## config.mk

```make
export PLATFORM = sky130hd
export DESIGN_NAME = tfr_register_bank
export DESIGN_NICKNAME = d
export VERILOG_FILES = /design/src/hdl/tfr_pkg.sv /design/src/hdl/tfr_register_bank.sv
export SDC_FILE = /design/constraint.sdc
export NUM_CORES = 1
export LEC_CHECK = 0
export BUFFER_PORTS_ARGS = -buffer_cell sky130_fd_sc_hd__buf_2
export CAP_MARGIN = 40
export CORE_ASPECT_RATIO = 0.75
export CORE_MARGIN = 1
export CORE_UTILIZATION = 30
export CTS_CLUSTER_DIAMETER = 200
export DETAILED_ROUTE_END_ITERATION = 16
export PLACE_DENSITY_LB_ADDON = 0.25
export SLEW_MARGIN = 20
export SYNTH_ARGS = -nofsm -noshare
export SYNTH_HDL_FRONTEND = slang
export SYNTH_SLANG_ARGS = --single-unit
```

## constraint.sdc

```tcl
create_clock -name mclk -period 4.6 [get_ports mclk]
set_clock_uncertainty 0.2 [all_clocks]
set_input_delay 0.23 -clock mclk [delete_from_list [all_inputs] [get_ports mclk]]
set_output_delay 0.23 -clock mclk [all_outputs]
set_load 0.005 [all_outputs]
```

## src/hdl/tfr_pkg.sv

```systemverilog
// Package of register offsets, masks and reset values for the thermal fan register bank
package tfr_pkg;

  // ==========================================================
  // Register widths and table size
  localparam int DATA_W = 8;
  localparam int RW_COUNT = 19;
  localparam int LUT_DEPTH = 16;

  // ==========================================================
  // Plain read/write registers: index into the tables below
  localparam int IDX_CONFIG = 0;
  localparam int IDX_DRIVE_CFG = 14;

  // Primary offset, mirror offset (equal to primary where none), writable bits,
  // bits that always read as one, and reset value
  localparam logic [7:0] RW_OFFSET [0:RW_COUNT-1] = '{
    8'h03, 8'h04, 8'h05, 8'h07, 8'h08, 8'h11, 8'h12, 8'h13, 8'h14, 8'h16,
    8'h19, 8'h21, 8'h48, 8'h49, 8'h4A, 8'h4B, 8'h4D, 8'h4F, 8'hBF};
  localparam logic [7:0] RW_MIRROR [0:RW_COUNT-1] = '{
    8'h09, 8'h0A, 8'h0B, 8'h0D, 8'h0E, 8'h11, 8'h12, 8'h13, 8'h14, 8'h16,
    8'h19, 8'h21, 8'h48, 8'h49, 8'h4A, 8'h4B, 8'h4D, 8'h4F, 8'hBF};
  localparam logic [7:0] RW_MASK [0:RW_COUNT-1] = '{
    8'hE7, 8'h0F, 8'hFF, 8'hFF, 8'hFF, 8'hFF, 8'hE0, 8'hE0, 8'hE0, 8'h5B,
    8'hFF, 8'hFF, 8'hFC, 8'hFF, 8'h3B, 8'h3F, 8'h1F, 8'h1F, 8'h07};
  localparam logic [7:0] RW_ONES [0:RW_COUNT-1] = '{
    8'h00, 8'h00, 8'h00, 8'h00, 8'h00, 8'h00, 8'h00, 8'h00, 8'h00, 8'hA4,
    8'h00, 8'h00, 8'h00, 8'h00, 8'h00, 8'h00, 8'h00, 8'h00, 8'h00};
  localparam logic [7:0] RW_RESET [0:RW_COUNT-1] = '{
    8'h00, 8'h08, 8'h46, 8'h46, 8'h00, 8'h00, 8'h00, 8'h00, 8'h00, 8'hA4,
    8'h55, 8'h0A, 8'hFF, 8'hFF, 8'h20, 8'h3F, 8'h17, 8'h04, 8'h00};

  // ==========================================================
  // Special locations
  localparam logic [7:0] OFS_LOCAL_TEMPERATURE = 8'h00;
  localparam logic [7:0] OFS_REMOTE_TEMP_HIGH = 8'h01;
  localparam logic [7:0] OFS_ALERT_FLAGS = 8'h02;
  localparam logic [7:0] OFS_SINGLE_CONVERSION = 8'h0F;
  localparam logic [7:0] OFS_REMOTE_TEMP_LOW = 8'h10;
  localparam logic [7:0] OFS_FAN_COUNT_LOW = 8'h46;
  localparam logic [7:0] OFS_FAN_COUNT_HIGH = 8'h47;
  localparam logic [7:0] OFS_FAN_DUTY_VALUE = 8'h4C;
  localparam logic [7:0] OFS_DUTY_TABLE_BASE = 8'h50;
  localparam logic [7:0] OFS_DUTY_TABLE_LAST = 8'h5F;
  localparam logic [7:0] OFS_MAKER_IDENTIFIER = 8'hFE;
  localparam logic [7:0] OFS_SILICON_REVISION = 8'hFF;

  // ==========================================================
  // Fields and reset values
  localparam int DUTY_OVERRIDE_BIT = 5;
  localparam int DUTY_W = 6;
  localparam logic [7:0] REMOTE_LOW_MASK = 8'hE0;
  localparam logic [5:0] DUTY_RESET = 6'h00;
  localparam logic [7:0] LUT_RESET = 8'h00;
  localparam logic [7:0] READ_ZERO = 8'h00;

endpackage

```

## src/hdl/tfr_register_bank.sv

```systemverilog
// Register bank of the remote-diode temperature sensor with fan control
`timescale 1ns/1ps

module tfr_register_bank #(
  parameter logic [7:0] MAKER_ID = 8'h5A,  // Arbitrary value
  parameter logic [7:0] REVISION_ID = 8'h23  // Arbitrary value
) (
  // Clock and reset
  input wire logic mclk,
  input wire logic rst_n,
  // Register access from the serial slave engine
  input wire logic [7:0] reg_addr,
  input wire logic reg_wr,
  input wire logic [7:0] reg_wdata,
  input wire logic reg_rd,
  output logic [7:0] reg_rdata,
  output logic reg_rvalid,
  // Measured state from the conversion and fan logic
  input wire logic [7:0] local_temp_in,
  input wire logic [7:0] remote_temp_high_in,
  input wire logic [7:0] remote_temp_low_in,
  input wire logic [7:0] alert_flags_in,
  input wire logic [15:0] fan_count_in,
  input wire logic [5:0] duty_auto_in,
  // Lookup table read port for the fan logic
  input wire logic [3:0] lut_index,
  output logic [7:0] lut_entry,
  // Configuration towards the conversion and alert logic
  output logic [7:0] config_out,
  output logic [7:0] conversion_rate_out,
  output logic [7:0] local_high_limit_out,
  output logic [7:0] remote_high_limit_high_out,
  output logic [7:0] remote_low_limit_high_out,
  output logic [7:0] remote_offset_high_out,
  output logic [7:0] remote_offset_low_out,
  output logic [7:0] remote_high_limit_low_out,
  output logic [7:0] remote_low_limit_low_out,
  output logic [7:0] alert_source_mask_out,
  output logic [7:0] remote_critical_limit_out,
  output logic [7:0] remote_critical_hyst_out,
  output logic [7:0] remote_filter_out,
  output logic single_conversion_pulse,
  // Configuration towards the fan logic
  output logic [7:0] fan_period_limit_low_out,
  output logic [7:0] fan_period_limit_high_out,
  output logic [7:0] fan_drive_config_out,
  output logic [7:0] fan_startup_config_out,
  output logic [7:0] fan_drive_frequency_out,
  output logic [7:0] duty_table_hyst_out,
  output logic [5:0] duty_out,
  output logic duty_override_enable
);

  // ==========================================================
  // Address decode
  logic [7:0] rw_reg [0:tfr_pkg::RW_COUNT-1];
  logic [tfr_pkg::RW_COUNT-1:0] rw_hit;
  logic [7:0] lut_reg [0:tfr_pkg::LUT_DEPTH-1];
  logic [5:0] duty_reg;
  logic [5:0] duty_next;
  logic [7:0] rdata_next;
  logic override_on;
  logic duty_hit;
  logic lut_hit;
  logic one_shot_hit;
  logic [3:0] lut_waddr;
  logic lut_wr;
  logic one_shot_reg;
  logic [7:0] lut_entry_reg;
  logic [7:0] rdata_reg;
  logic rvalid_reg;

  assign override_on = rw_reg[tfr_pkg::IDX_DRIVE_CFG][tfr_pkg::DUTY_OVERRIDE_BIT];
  assign duty_hit = (reg_addr == tfr_pkg::OFS_FAN_DUTY_VALUE);
  assign lut_hit = (reg_addr >= tfr_pkg::OFS_DUTY_TABLE_BASE) &&
                   (reg_addr <= tfr_pkg::OFS_DUTY_TABLE_LAST);
  assign one_shot_hit = (reg_addr == tfr_pkg::OFS_SINGLE_CONVERSION);
  assign lut_waddr = reg_addr[3:0];
  assign lut_wr = reg_wr && lut_hit && override_on;

  // ==========================================================
  // Plain read/write registers, one storage element per register
  genvar gi;
  generate
    for (gi = 0; gi < tfr_pkg::RW_COUNT; gi = gi + 1)
    begin : g_rw
      assign rw_hit[gi] = (reg_addr == tfr_pkg::RW_OFFSET[gi]) ||
                          (reg_addr == tfr_pkg::RW_MIRROR[gi]);
      always_ff @(posedge mclk or negedge rst_n)
      begin
        if (!rst_n)
          rw_reg[gi] <= tfr_pkg::RW_RESET[gi];
        else if (reg_wr && rw_hit[gi])
          rw_reg[gi] <= (reg_wdata & tfr_pkg::RW_MASK[gi]) | tfr_pkg::RW_ONES[gi];
      end
    end
  endgenerate

  // ==========================================================
  // Lookup table, writable only under override
  generate
    for (gi = 0; gi < tfr_pkg::LUT_DEPTH; gi = gi + 1)
    begin : g_lut
      always_ff @(posedge mclk or negedge rst_n)
      begin
        if (!rst_n)
          lut_reg[gi] <= tfr_pkg::LUT_RESET;
        else if (lut_wr && (lut_waddr == 4'(gi)))
          lut_reg[gi] <= reg_wdata;
      end
    end
  endgenerate

  // ==========================================================
  // Duty value: follows the fan logic, or the host under override
  always_comb
  begin
    duty_next = duty_reg;
    if (!override_on)
      duty_next = duty_auto_in;
    else if (reg_wr && duty_hit)
      duty_next = reg_wdata[tfr_pkg::DUTY_W-1:0];
  end

  always_ff @(posedge mclk or negedge rst_n)
  begin
    if (!rst_n)
      duty_reg <= tfr_pkg::DUTY_RESET;
    else
      duty_reg <= duty_next;
  end

  // ==========================================================
  // Read data selection; unused and write-only locations read zero
  always_comb
  begin
    rdata_next = tfr_pkg::READ_ZERO;
    for (int i = 0; i < tfr_pkg::RW_COUNT; i++)
    begin
      if (rw_hit[i])
        rdata_next = rw_reg[i];
    end
    if (reg_addr == tfr_pkg::OFS_LOCAL_TEMPERATURE)
      rdata_next = local_temp_in;
    else if (reg_addr == tfr_pkg::OFS_REMOTE_TEMP_HIGH)
      rdata_next = remote_temp_high_in;
    else if (reg_addr == tfr_pkg::OFS_ALERT_FLAGS)
      rdata_next = alert_flags_in;
    else if (reg_addr == tfr_pkg::OFS_REMOTE_TEMP_LOW)
      rdata_next = remote_temp_low_in & tfr_pkg::REMOTE_LOW_MASK;
    else if (reg_addr == tfr_pkg::OFS_FAN_COUNT_LOW)
      rdata_next = fan_count_in[7:0];
    else if (reg_addr == tfr_pkg::OFS_FAN_COUNT_HIGH)
      rdata_next = fan_count_in[15:8];
    else if (duty_hit)
      rdata_next = {2'b00, duty_reg};
    else if (lut_hit)
      rdata_next = lut_reg[lut_waddr];
    else if (reg_addr == tfr_pkg::OFS_MAKER_IDENTIFIER)
      rdata_next = MAKER_ID;
    else if (reg_addr == tfr_pkg::OFS_SILICON_REVISION)
      rdata_next = REVISION_ID;
  end

  // ==========================================================
  // Registered read answer, one-shot pulse and table read port
  // Read-only and unused locations have no write path at all
  always_ff @(posedge mclk or negedge rst_n)
  begin
    if (!rst_n)
    begin
      rdata_reg <= tfr_pkg::READ_ZERO;
      rvalid_reg <= 1'b0;
      one_shot_reg <= 1'b0;
      lut_entry_reg <= tfr_pkg::LUT_RESET;
    end
    else
    begin
      rvalid_reg <= reg_rd;
      if (reg_rd)
        rdata_reg <= rdata_next;
      one_shot_reg <= reg_wr && one_shot_hit;
      lut_entry_reg <= lut_reg[lut_index];
    end
  end

  // ==========================================================
  // Outputs
  assign reg_rdata = rdata_reg;
  assign reg_rvalid = rvalid_reg;
  assign single_conversion_pulse = one_shot_reg;
  assign lut_entry = lut_entry_reg;
  assign duty_out = duty_reg;
  assign duty_override_enable = override_on;
  assign config_out = rw_reg[tfr_pkg::IDX_CONFIG];
  assign conversion_rate_out = rw_reg[1];
  assign local_high_limit_out = rw_reg[2];
  assign remote_high_limit_high_out = rw_reg[3];
  assign remote_low_limit_high_out = rw_reg[4];
  assign remote_offset_high_out = rw_reg[5];
  assign remote_offset_low_out = rw_reg[6];
  assign remote_high_limit_low_out = rw_reg[7];
  assign remote_low_limit_low_out = rw_reg[8];
  assign alert_source_mask_out = rw_reg[9];
  assign remote_critical_limit_out = rw_reg[10];
  assign remote_critical_hyst_out = rw_reg[11];
  assign fan_period_limit_low_out = rw_reg[12];
  assign fan_period_limit_high_out = rw_reg[13];
  assign fan_drive_config_out = rw_reg[tfr_pkg::IDX_DRIVE_CFG];
  assign fan_startup_config_out = rw_reg[15];
  assign fan_drive_frequency_out = rw_reg[16];
  assign duty_table_hyst_out = rw_reg[17];
  assign remote_filter_out = rw_reg[18];

endmodule // tfr_register_bank

```

# --- Word-level counts from Yosys, hierarchy flattened ---
# Cells that the tools add are included.
totals:
  output_inout_bits: 177
  wordCells: 179
  regBits: 264
op_classes:
  n_reduce_logical: 47
  muxes: 37
  magnitude_cmp: 4
  bitwise_logic: 2
  eq_ne: 49
ops:
  columns: ["op", "count"]
  rows:
  - ["two-way mux 8 bit", 33]
  - ["== test 8 x 7 -> 1 bit, second input constant", 9]
  - ["binary-select mux 8 bit (select 4 bit)", 2]
  - ["== test 8 x 4 -> 1 bit, second input constant", 7]
  - ["== test 8 x 5 -> 1 bit, second input constant", 7]
  - ["logical AND 1 bit", 40]
  - ["== test 4 bit, second input constant", 8]
  - ["== test 8 x 3 -> 1 bit, second input constant", 3]
  - ["== test 8 bit, second input constant", 3]
  - ["== test 4 x 3 -> 1 bit, second input constant", 4]
  - ["== test 8 x 2 -> 1 bit, second input constant", 2]
  - ["two-way mux 6 bit", 2]
  - ["greater-or-equal comparator 5 bit, second input constant", 2]
  - ["NOT 4 -> 5 bit", 2]
  - ["== test 4 x 2 -> 1 bit, second input constant", 2]
  - ["== test 8 x 1 -> 1 bit, second input constant", 1]
  - ["== test 8 x 6 -> 1 bit, second input constant", 1]
  - ["greater-or-equal comparator 8 x 7 -> 1 bit, second input constant", 1]
  - ["less-or-equal comparator 8 x 7 -> 1 bit, second input constant", 1]
  - ["logical NOT 8 bit", 1]
  - ["logical OR 1 bit", 5]
  - ["== test 4 x 1 -> 1 bit, second input constant", 1]
  - ["logical NOT 4 bit", 1]
  - ["!= test 2 x 1 -> 1 bit, second input constant", 1]

# --- Depth between registers and ports, before layout ---
# Gate-level depths: netlist (run 1).
logic_depth:
  depth_word: 31
  mapped_depth: 11
  ltp_nobuf: 7

# --- Least setup slack after synthesis (run 1) ---
# Ideal clock, no wire load.
synth_path:
  kind: "input-to-reg"
  start: "in reg_addr[0]"
  end: "reg rdata_reg[4], in the netlist reg_rdata[4]"
  path_stages: 8
  path_slack_ns: 2.235
  arrival_time_ns: 2.028
  setup_ns: 0.138
  path_cell_list: "buf_4 buf_6 buf_6 buf_6 mux4_2 mux4_2 o21ai_0 o22ai_1"
synth_via:
  elab_chain_cells: 30
  elab_cells_between_ends: 70
  classes_between: "order compare (2); eq/ne (30); mux (31); bitwise (1); reduce/logical (6)"
synth_rtl:
  columns: ["item", "line", "source"]
  rows:
  - ["start, declared", "tfr_register_bank.sv:12", "input wire logic [7:0] reg_addr,"]
  - ["== test 8 x 3 -> 1 bit or == test 8 x 4 -> 1 bit (tied branches)", "tfr_register_bank.sv:87, tfr_register_bank.sv:88", null]
  - ["logical OR 1 bit", "tfr_register_bank.sv:87", "assign rw_hit[gi] = (reg_addr == tfr_pkg::RW_OFFSET[gi]) ||"]
  - ["two-way mux 8 bit (18 in a row)", "tfr_register_bank.sv:140", "if (rw_hit[i])"]
  - ["two-way mux 8 bit", "tfr_register_bank.sv:161", "else if (reg_addr == tfr_pkg::OFS_SILICON_REVISION)"]
  - ["two-way mux 8 bit", "tfr_register_bank.sv:159", "else if (reg_addr == tfr_pkg::OFS_MAKER_IDENTIFIER)"]
  - ["two-way mux 8 bit", "tfr_register_bank.sv:157", "else if (lut_hit)"]
  - ["two-way mux 8 bit", "tfr_register_bank.sv:155", "else if (duty_hit)"]
  - ["two-way mux 8 bit", "tfr_register_bank.sv:153", "else if (reg_addr == tfr_pkg::OFS_FAN_COUNT_HIGH)"]
  - ["two-way mux 8 bit", "tfr_register_bank.sv:151", "else if (reg_addr == tfr_pkg::OFS_FAN_COUNT_LOW)"]
  - ["two-way mux 8 bit", "tfr_register_bank.sv:149", "else if (reg_addr == tfr_pkg::OFS_REMOTE_TEMP_LOW)"]
  - ["two-way mux 8 bit", "tfr_register_bank.sv:147", "else if (reg_addr == tfr_pkg::OFS_ALERT_FLAGS)"]
  - ["two-way mux 8 bit", "tfr_register_bank.sv:145", "else if (reg_addr == tfr_pkg::OFS_REMOTE_TEMP_HIGH)"]
  - ["two-way mux 8 bit *", "tfr_register_bank.sv:143", "if (reg_addr == tfr_pkg::OFS_LOCAL_TEMPERATURE)"]
  - ["end signal, assigned", "tfr_register_bank.sv:172", "rdata_reg <= tfr_pkg::READ_ZERO;"]
  - ["end signal, assigned", "tfr_register_bank.sv:181", "rdata_reg <= rdata_next;"]
  - ["end, declared", "tfr_register_bank.sv:70", "logic [7:0] rdata_reg;"]
# Every way passes the cells marked *; elsewhere a longest branch is shown, timed or not. The select of a mux whose other input is x is not followed.
# A chain may end at the register's enable or synchronous reset.

# --- Worst setup path after layout (run 1) ---
layout_path:
  start: "in reg_addr[1]"
  end: "reg rdata_reg[3], in the netlist reg_rdata[3]"
# The elaborated chain is that of the path after synthesis.

==> reports/metrics.yaml, run 1 <==
status: "completed"
coreArea_um2: 48780
synth.top_cell.area_share: 0.3757
die_w_um: 258.9
synth_cell_types: 84
worst_setup_path_end_kind: "register"
via_per_inst: 5.650
dr_total_vias: 11623
gp_congestion: 0.9324
fin_crit_sh: 0.8242
placedCellCount: 1973
finalHoldViolations: 0
ir_worst_vdd_v: 0.0002469
final_area_um2: 17590
yosysWarnings: 0
r2r_cells: 7
cts_root_buf: "clkbuf_16"
seq_area_frac_synth: 0.4465
ios: 255
drt_iter0_drc: 1053
p_per_area_nw_per_um2: 307.6
postSynth.asyncResetShare: 1.000
worstPathArrival_ns: 4.04
grt_util_met1: 0.3097
ant_nets: 0
crit_required_ns: 4.85
h-tree-depth: 1
routedWlPerCell_um: 26.30
synthSimpleGateAreaFrac: 0.09334
rows: 70
insertion_delay_ns: 0.57
synth_mux_area_frac: 0.3043
synth.avg_cell_area_um2: 12.50
grt_max_degree: 119
grt_pass1_vias: 11418
drv_cap: 0
synth.most_common_cell: "dfrtp_1"
synth_compound_area_frac: 0.1002
synth_top_family_by_area: "multiplexers"
n_antenna_cell: 0
antenna_found_initial: 0
cp-startpoint: "reg_addr[1]"
rsz0062_at_grt: "false"
final_net_count: 1465
hold_depth: 3
area_growth_syn_to_layout_pct: 18.43
synth-xor-area-share: 0.001179
fin_util: 0.3606
hp-start: "fan_count_in[8]"
maxSlewHeadroom: 0.3302
fmax_ghz: 0.2638
syn-cell-area_um2: 14850
grt_use_met2: 0.3067
ys.flop_type: "dfrtp_1"
dr.pass1.iters: 5
synth-adder-area-share: 0
busiest_layer: "met1"
crit_fanout: 57
setup_viol: 0
maxSlewViolCount: 0
hp-class: "in2reg"
period_needed_ns: 3.791
path_class: "in2reg"
synth_edf_count: 0
cts-buffers-inserted: 28
cts_max_path_buffers: 3
synth-seq-cells: 263
drc: 0
drive_gt1_frac: 0.4613
die_h_um: 194.7
routed_wl_um: 54100
initial_utilization: 0.3045
grt_pass1_wl_um: 79360
largest_reg_flops: 128
worstSetupStartpointType: "input pin"
port_buffers: 209
grt_use_total: 0.2121
synth_area_leader_cell: "dfrtp_1"
p_leak_nw: 8.159
postCtsSetupBuffers: 0
tns_ns: 0
final_cells: 2057
overflow: 0
clk_pin_slew_ns: 0.07
timing.rr.end: "reg_rdata[3]"
grt_use_met3: 0.06808
worst_pin_slew_ns: 1.005
clock_sinks: 263
tritoncts: "done"
syn_inst: 1188
holdPathEnd: "reg_rdata[0]"
r2r_slack_ns: 1.23
synth_common_cells: "dfrtp_1, mux2_2, mux4_2"
netlist_top_cells_area: "dfrtp_1, mux2_2, mux4_2"
die_area_um2: 50410
r2r-start: "remote_low_limit_high_out[3]"
dp_hpwl_um: 38550
placed_area_um2: 16330
## layout by cell type, fill, tap and decap left out, drive strengths merged, types with 19 or more instances in the layout
cell	instances
buf	239
o21ai	42
a21oi	47
dfstp	40
o22ai	19
nor2	53
nor3	32
mux4	74
clkbuf	40
dlygate4sd3	31
dfrtp	223
nand2	56
mux2	240
conb	40
## how the worst max path moves through the flow
stage	to	slack, ns	cells past startpoint
2_1_floorplan	reg_rdata[4]	2.23	8
3_3_place_gp	reg_rdata[3]	1.06	8
3_5_place_dp	reg_rdata[3]	1.07	9
4_1_cts	reg_rdata[3]	1.11	11
5_1_grt	reg_rdata[2]	0.77	9
6_report	reg_rdata[3]	0.81	9
## logic make-up (layout without fill, tap and decap cells)
kind of cell	after synthesis	count (layout)
AOI/OAI and AO/OA	215	215
xor gates and xnor gates	2	2
DFF	263	263
and+or+nand+nor	235	235
muxes	329	329
other	2	40
buffers and inverters	142	325
## report_power, final
part	switching, mW	total [mW]	internal [mW]	leakage [nW]
clock	0.977	2.34	1.36	0.449
sequential	0.0777	2.48	2.40	3.49
combinational	0.371	0.598	0.227	4.22
## layout make-up
| cell class | instances | area, um^2 |
|---|---|---|
| clock buffers | 40 | 787.0 |
| clock inverters | 12 | 146.4 |
| fillers | 4839 | 31190 |
| inverters | 3 | 11.26 |
| multi-input cells | 821 | 7561 |
| flip-flops and latches | 263 | 6631 |
| well taps | 648 | 810.8 |
| repair buffers | 270 | 1643 |
## routing by layer
metal,vias up,wire length [um]
met5,-,0
met4,0,841
met3,64,5636
met2,582,23370
met1,6098,24260
li1,4879,-
## critical path: stages
cell           delay [ns]
buf_2                0.49
buf_12               0.39
or2_2                0.48
nor2_1               0.11
a221o_1              0.40
a211oi_1             0.58
o21ai_0              0.42
a211o_1              0.34
dlygate4sd3_1        0.55
## timing repair
| action | in CTS | in global routing |
|---|---|---|
| hold buffers | 31 | 0 |
| endpoints found under the hold margin | 132 | 0 |
| resized for setup | 0 | 0 |
## per-stage QoR
stage | setup slack [ns] | hold WS [ns] | power (mW)
after global routing | 0.7658 | 0.03653 | 5.623
final | 0.8088 | 0.03762 | 5.411
after detailed placement | 1.075 | 0.1925 | 3.087
after global placement | 1.062 | 0.1909 | 3.078
after CTS | 1.107 | 0.02460 | 5.464
after floorplan | 2.235 | -0.2656 | 2.811
Power figures use the tool's default switching activity.
==> run 2, diff against run 1 <==
clock period = 3.2 ns   (was 4.6 ns; I/O delays follow)
==> run 2 against run 1 <==
  * Sequential power is 44% higher
  * Combinational power is 52% higher
  * Die area stayed put
  * Sequential cell count stayed put
  * Clock-buffer cell count is 1 higher
  * Highest routed layer is now met5
==> reports/metrics.yaml, run 2 (synthesis gave the netlist of run 1 again) <==
final_common_cell: "dfrtp_1"
coreArea_um2: 48780  # unchanged
maxSlewHeadroom: 0.4342  # +0.1039
wl_met1_um: 24570  # +1.3%
cp_top_family: "compound AO/OA/AOI/OAI gates"
drt_iter0_drc: 1195  # +13%
maxUsedRoutingLayer: "met5"
worst_setup_path_end_kind: "register"
pwr-share-clk: 0.419  # -0.013
crit_required_ns: 3.50  # -1.35 ns
final_cells: 2103  # +2.2%
cp_slowest_cell: "dlygate4sd3_1"
worstSetupStartpointType: "register"
routedWlPerCell_um: 26.12  # -0.71%
crit_fanout: 4  # -93%
critPathBufInv: 1  # -2
tns_ns: 0  # unchanged
fmax_ghz: 0.3160
clock_sinks: 263  # unchanged
whs_ns: 0.02513  # -0.01248 ns
combPwrFrac: 0.118  # +0.007
die_area_um2: 50410  # unchanged
p_per_area_nw_per_um2: 427.2  # +39%
route.met2.wl_um: 23640  # +1.2%
area_growth_syn_to_layout_pct: 21.33
power_frac_seq: 0.463  # +0.005
path_class: "reg2reg"
die_h_um: 194.7  # unchanged
final_net_count: 1512  # +3.2%
fin_crit_sh: 0.9888
power.switching_mw: 2.073  # +45%
port_buffers: 209  # unchanged
grt_use_total: 0.2159  # +0.003788
clk_pin_slew_ns: 0.07  # about the same
placedCellCount: 2019  # +2.3%
insertion_delay_ns: 0.57  # about the same
dr.pass1.iters: 5  # unchanged
cts_max_path_buffers: 3  # unchanged
maxSlewViolCount: 0  # unchanged
ant_nets: 0  # unchanged
via_per_inst: 5.573  # -1.4%
die_w_um: 258.9  # unchanged
rows: 70  # unchanged
hp-class: "in2async"
dr_total_vias: 11721  # +0.84%
status: "completed"
internal_power_mw: 5.626  # +41%
grt_max_degree: 90  # -24%
grt_pass1_vias: 11698  # +2.5%
layout_common_cells: "dfrtp_1, mux2_2, buf_2"
largest_reg_flops: 128  # unchanged
antenna_found_initial: 2  # +2
gp_congestion: 0.9639  # +3.4%
multiInputGateArea_um2: 7581  # +0.26%
finalHoldViolations: 0  # unchanged
routed-wl-met3_um: 6024  # +6.9%
h-tree-depth: 1  # unchanged
drive_gt1_frac: 0.4807  # +0.01942
cts-buffers-inserted: 27  # -3.6%
critical_path.max_stage_delay_ns: 0.57  # about the same
postCtsSetupBuffers: 0  # unchanged
num-fill-cells: 4845  # +0.12%
drv_cap: 0  # unchanged
period_needed_ns: 3.164
fin_util: 0.3694  # +0.008822
drc: 0  # unchanged
p_leak_nw: 8.437  # +3.4%
worstPathArrival_ns: 3.46  # -0.58 ns
grt_pass1_wl_um: 80800  # +1.8%
ir_worst_vdd_v: 0.0003689  # +49%
dp_hpwl_um: 39740  # +3.1%
ff_latch_area_um2: 6631  # unchanged
routed_wl_um: 54920  # +1.5%
cts_root_buf: "clkbuf_16"
swShare: 0.2693  # +0.005771
ios: 255  # unchanged
path_cells: "mux2i_1 -> a211oi_1 -> o221ai_1 -> a311o_1 -> a31oi_1 -> o21ai_1 -> a21oi_1 -> dlygate4sd3_1"
setup_viol: 0  # unchanged
initial_utilization: 0.3045  # unchanged
worst_pin_slew_ns: 0.8488  # -0.1559 ns
rsz0062_at_grt: "false"
overflow: 0  # unchanged
tritoncts: "done"
[run 2: cell types whose count changed in the layout (fill, tap and decap cells not counted), sizes merged]
cell	change
clkinv	+1
clkbuf	+1
dlygate4sd3	+2
clkinvlp	-2
diode	+1
bufinv	-2
buf	+46
inv	-1
[run 2: final timing paths]
kind	start	end	slack, ns	cells after the start
worst max register to register	remote_offset_low_out[6]	reg_rdata[6]	0.04	8
max in group asynchronous	rst_n	conversion_rate_out[3]	2.22	3
worst min-delay path	rst_n	fan_drive_config_out[5]	0.03	2
min in group mclk	reg_wdata[6]	local_high_limit_out[6]	0.05	2
worst max-delay path	remote_offset_low_out[6]	reg_rdata[6]	0.04	8
worst min register to register	lut_reg[9]	lut_reg[9]	0.30	1
[run 2: final cells by class]
class,instances,share of cell area
Antenna cell,1,0.0001389
Clock buffer,41,0.04485
Clock inverter,8,0.003958
Inverter,3,0.0006249
Multi-Input combinational cell,821,0.4207
Sequential cell,263,0.3680
Tap cell,648,0.04499
Timing Repair Buffer,318,0.1168
[run 2: timing repair]
item / 4_1_cts / 5_1_grt
hold buffers: 34 / 0
gates resized for setup: 0 / 4
setup endpoints to repair: 0 / 4
endpoints found under the hold margin: 251 / 0
[run 2: per-layer routing]
metal  up-vias  track usage
li1       4958            -
met1      6150       0.3125
met2       560       0.3120
met3        51      0.07694
met4         2      0.03243
met5         -            0
[run 2: metrics by stage]
stage	power, mW	setup slack, ns	cell area (um^2)
finish	7.699	0.03594	18020
global route	7.968	0.02108	18020
CTS	7.755	0.06067	18000
detailed placement	4.482	0.1140	16760
global placement	4.474	0.06198	16760
floorplan	4.041	0.9047	15000
[run 2: power groups by stage]
stage | Sequential (mW) | Clock (mW) | Combinational, mW
floorplan | 3.58 | 0 | 0.460
global placement | 3.62 | 0 | 0.855
detailed placement | 3.62 | 0 | 0.861
CTS | 3.56 | 3.29 | 0.900
global route | 3.57 | 3.42 | 0.976
finish | 3.56 | 3.23 | 0.909
[run 2: worst register-to-register path, delay by kind of cell (launching register included)]
| family | cells | cell delay [ns] |
|---|---|---|
| flip-flops | 1 | 0.44 |
| buffers and inverters | 1 | 0.57 |
| multiplexers | 1 | 0.11 |
| AO/OA/AOI/OAI | 6 | 1.78 |
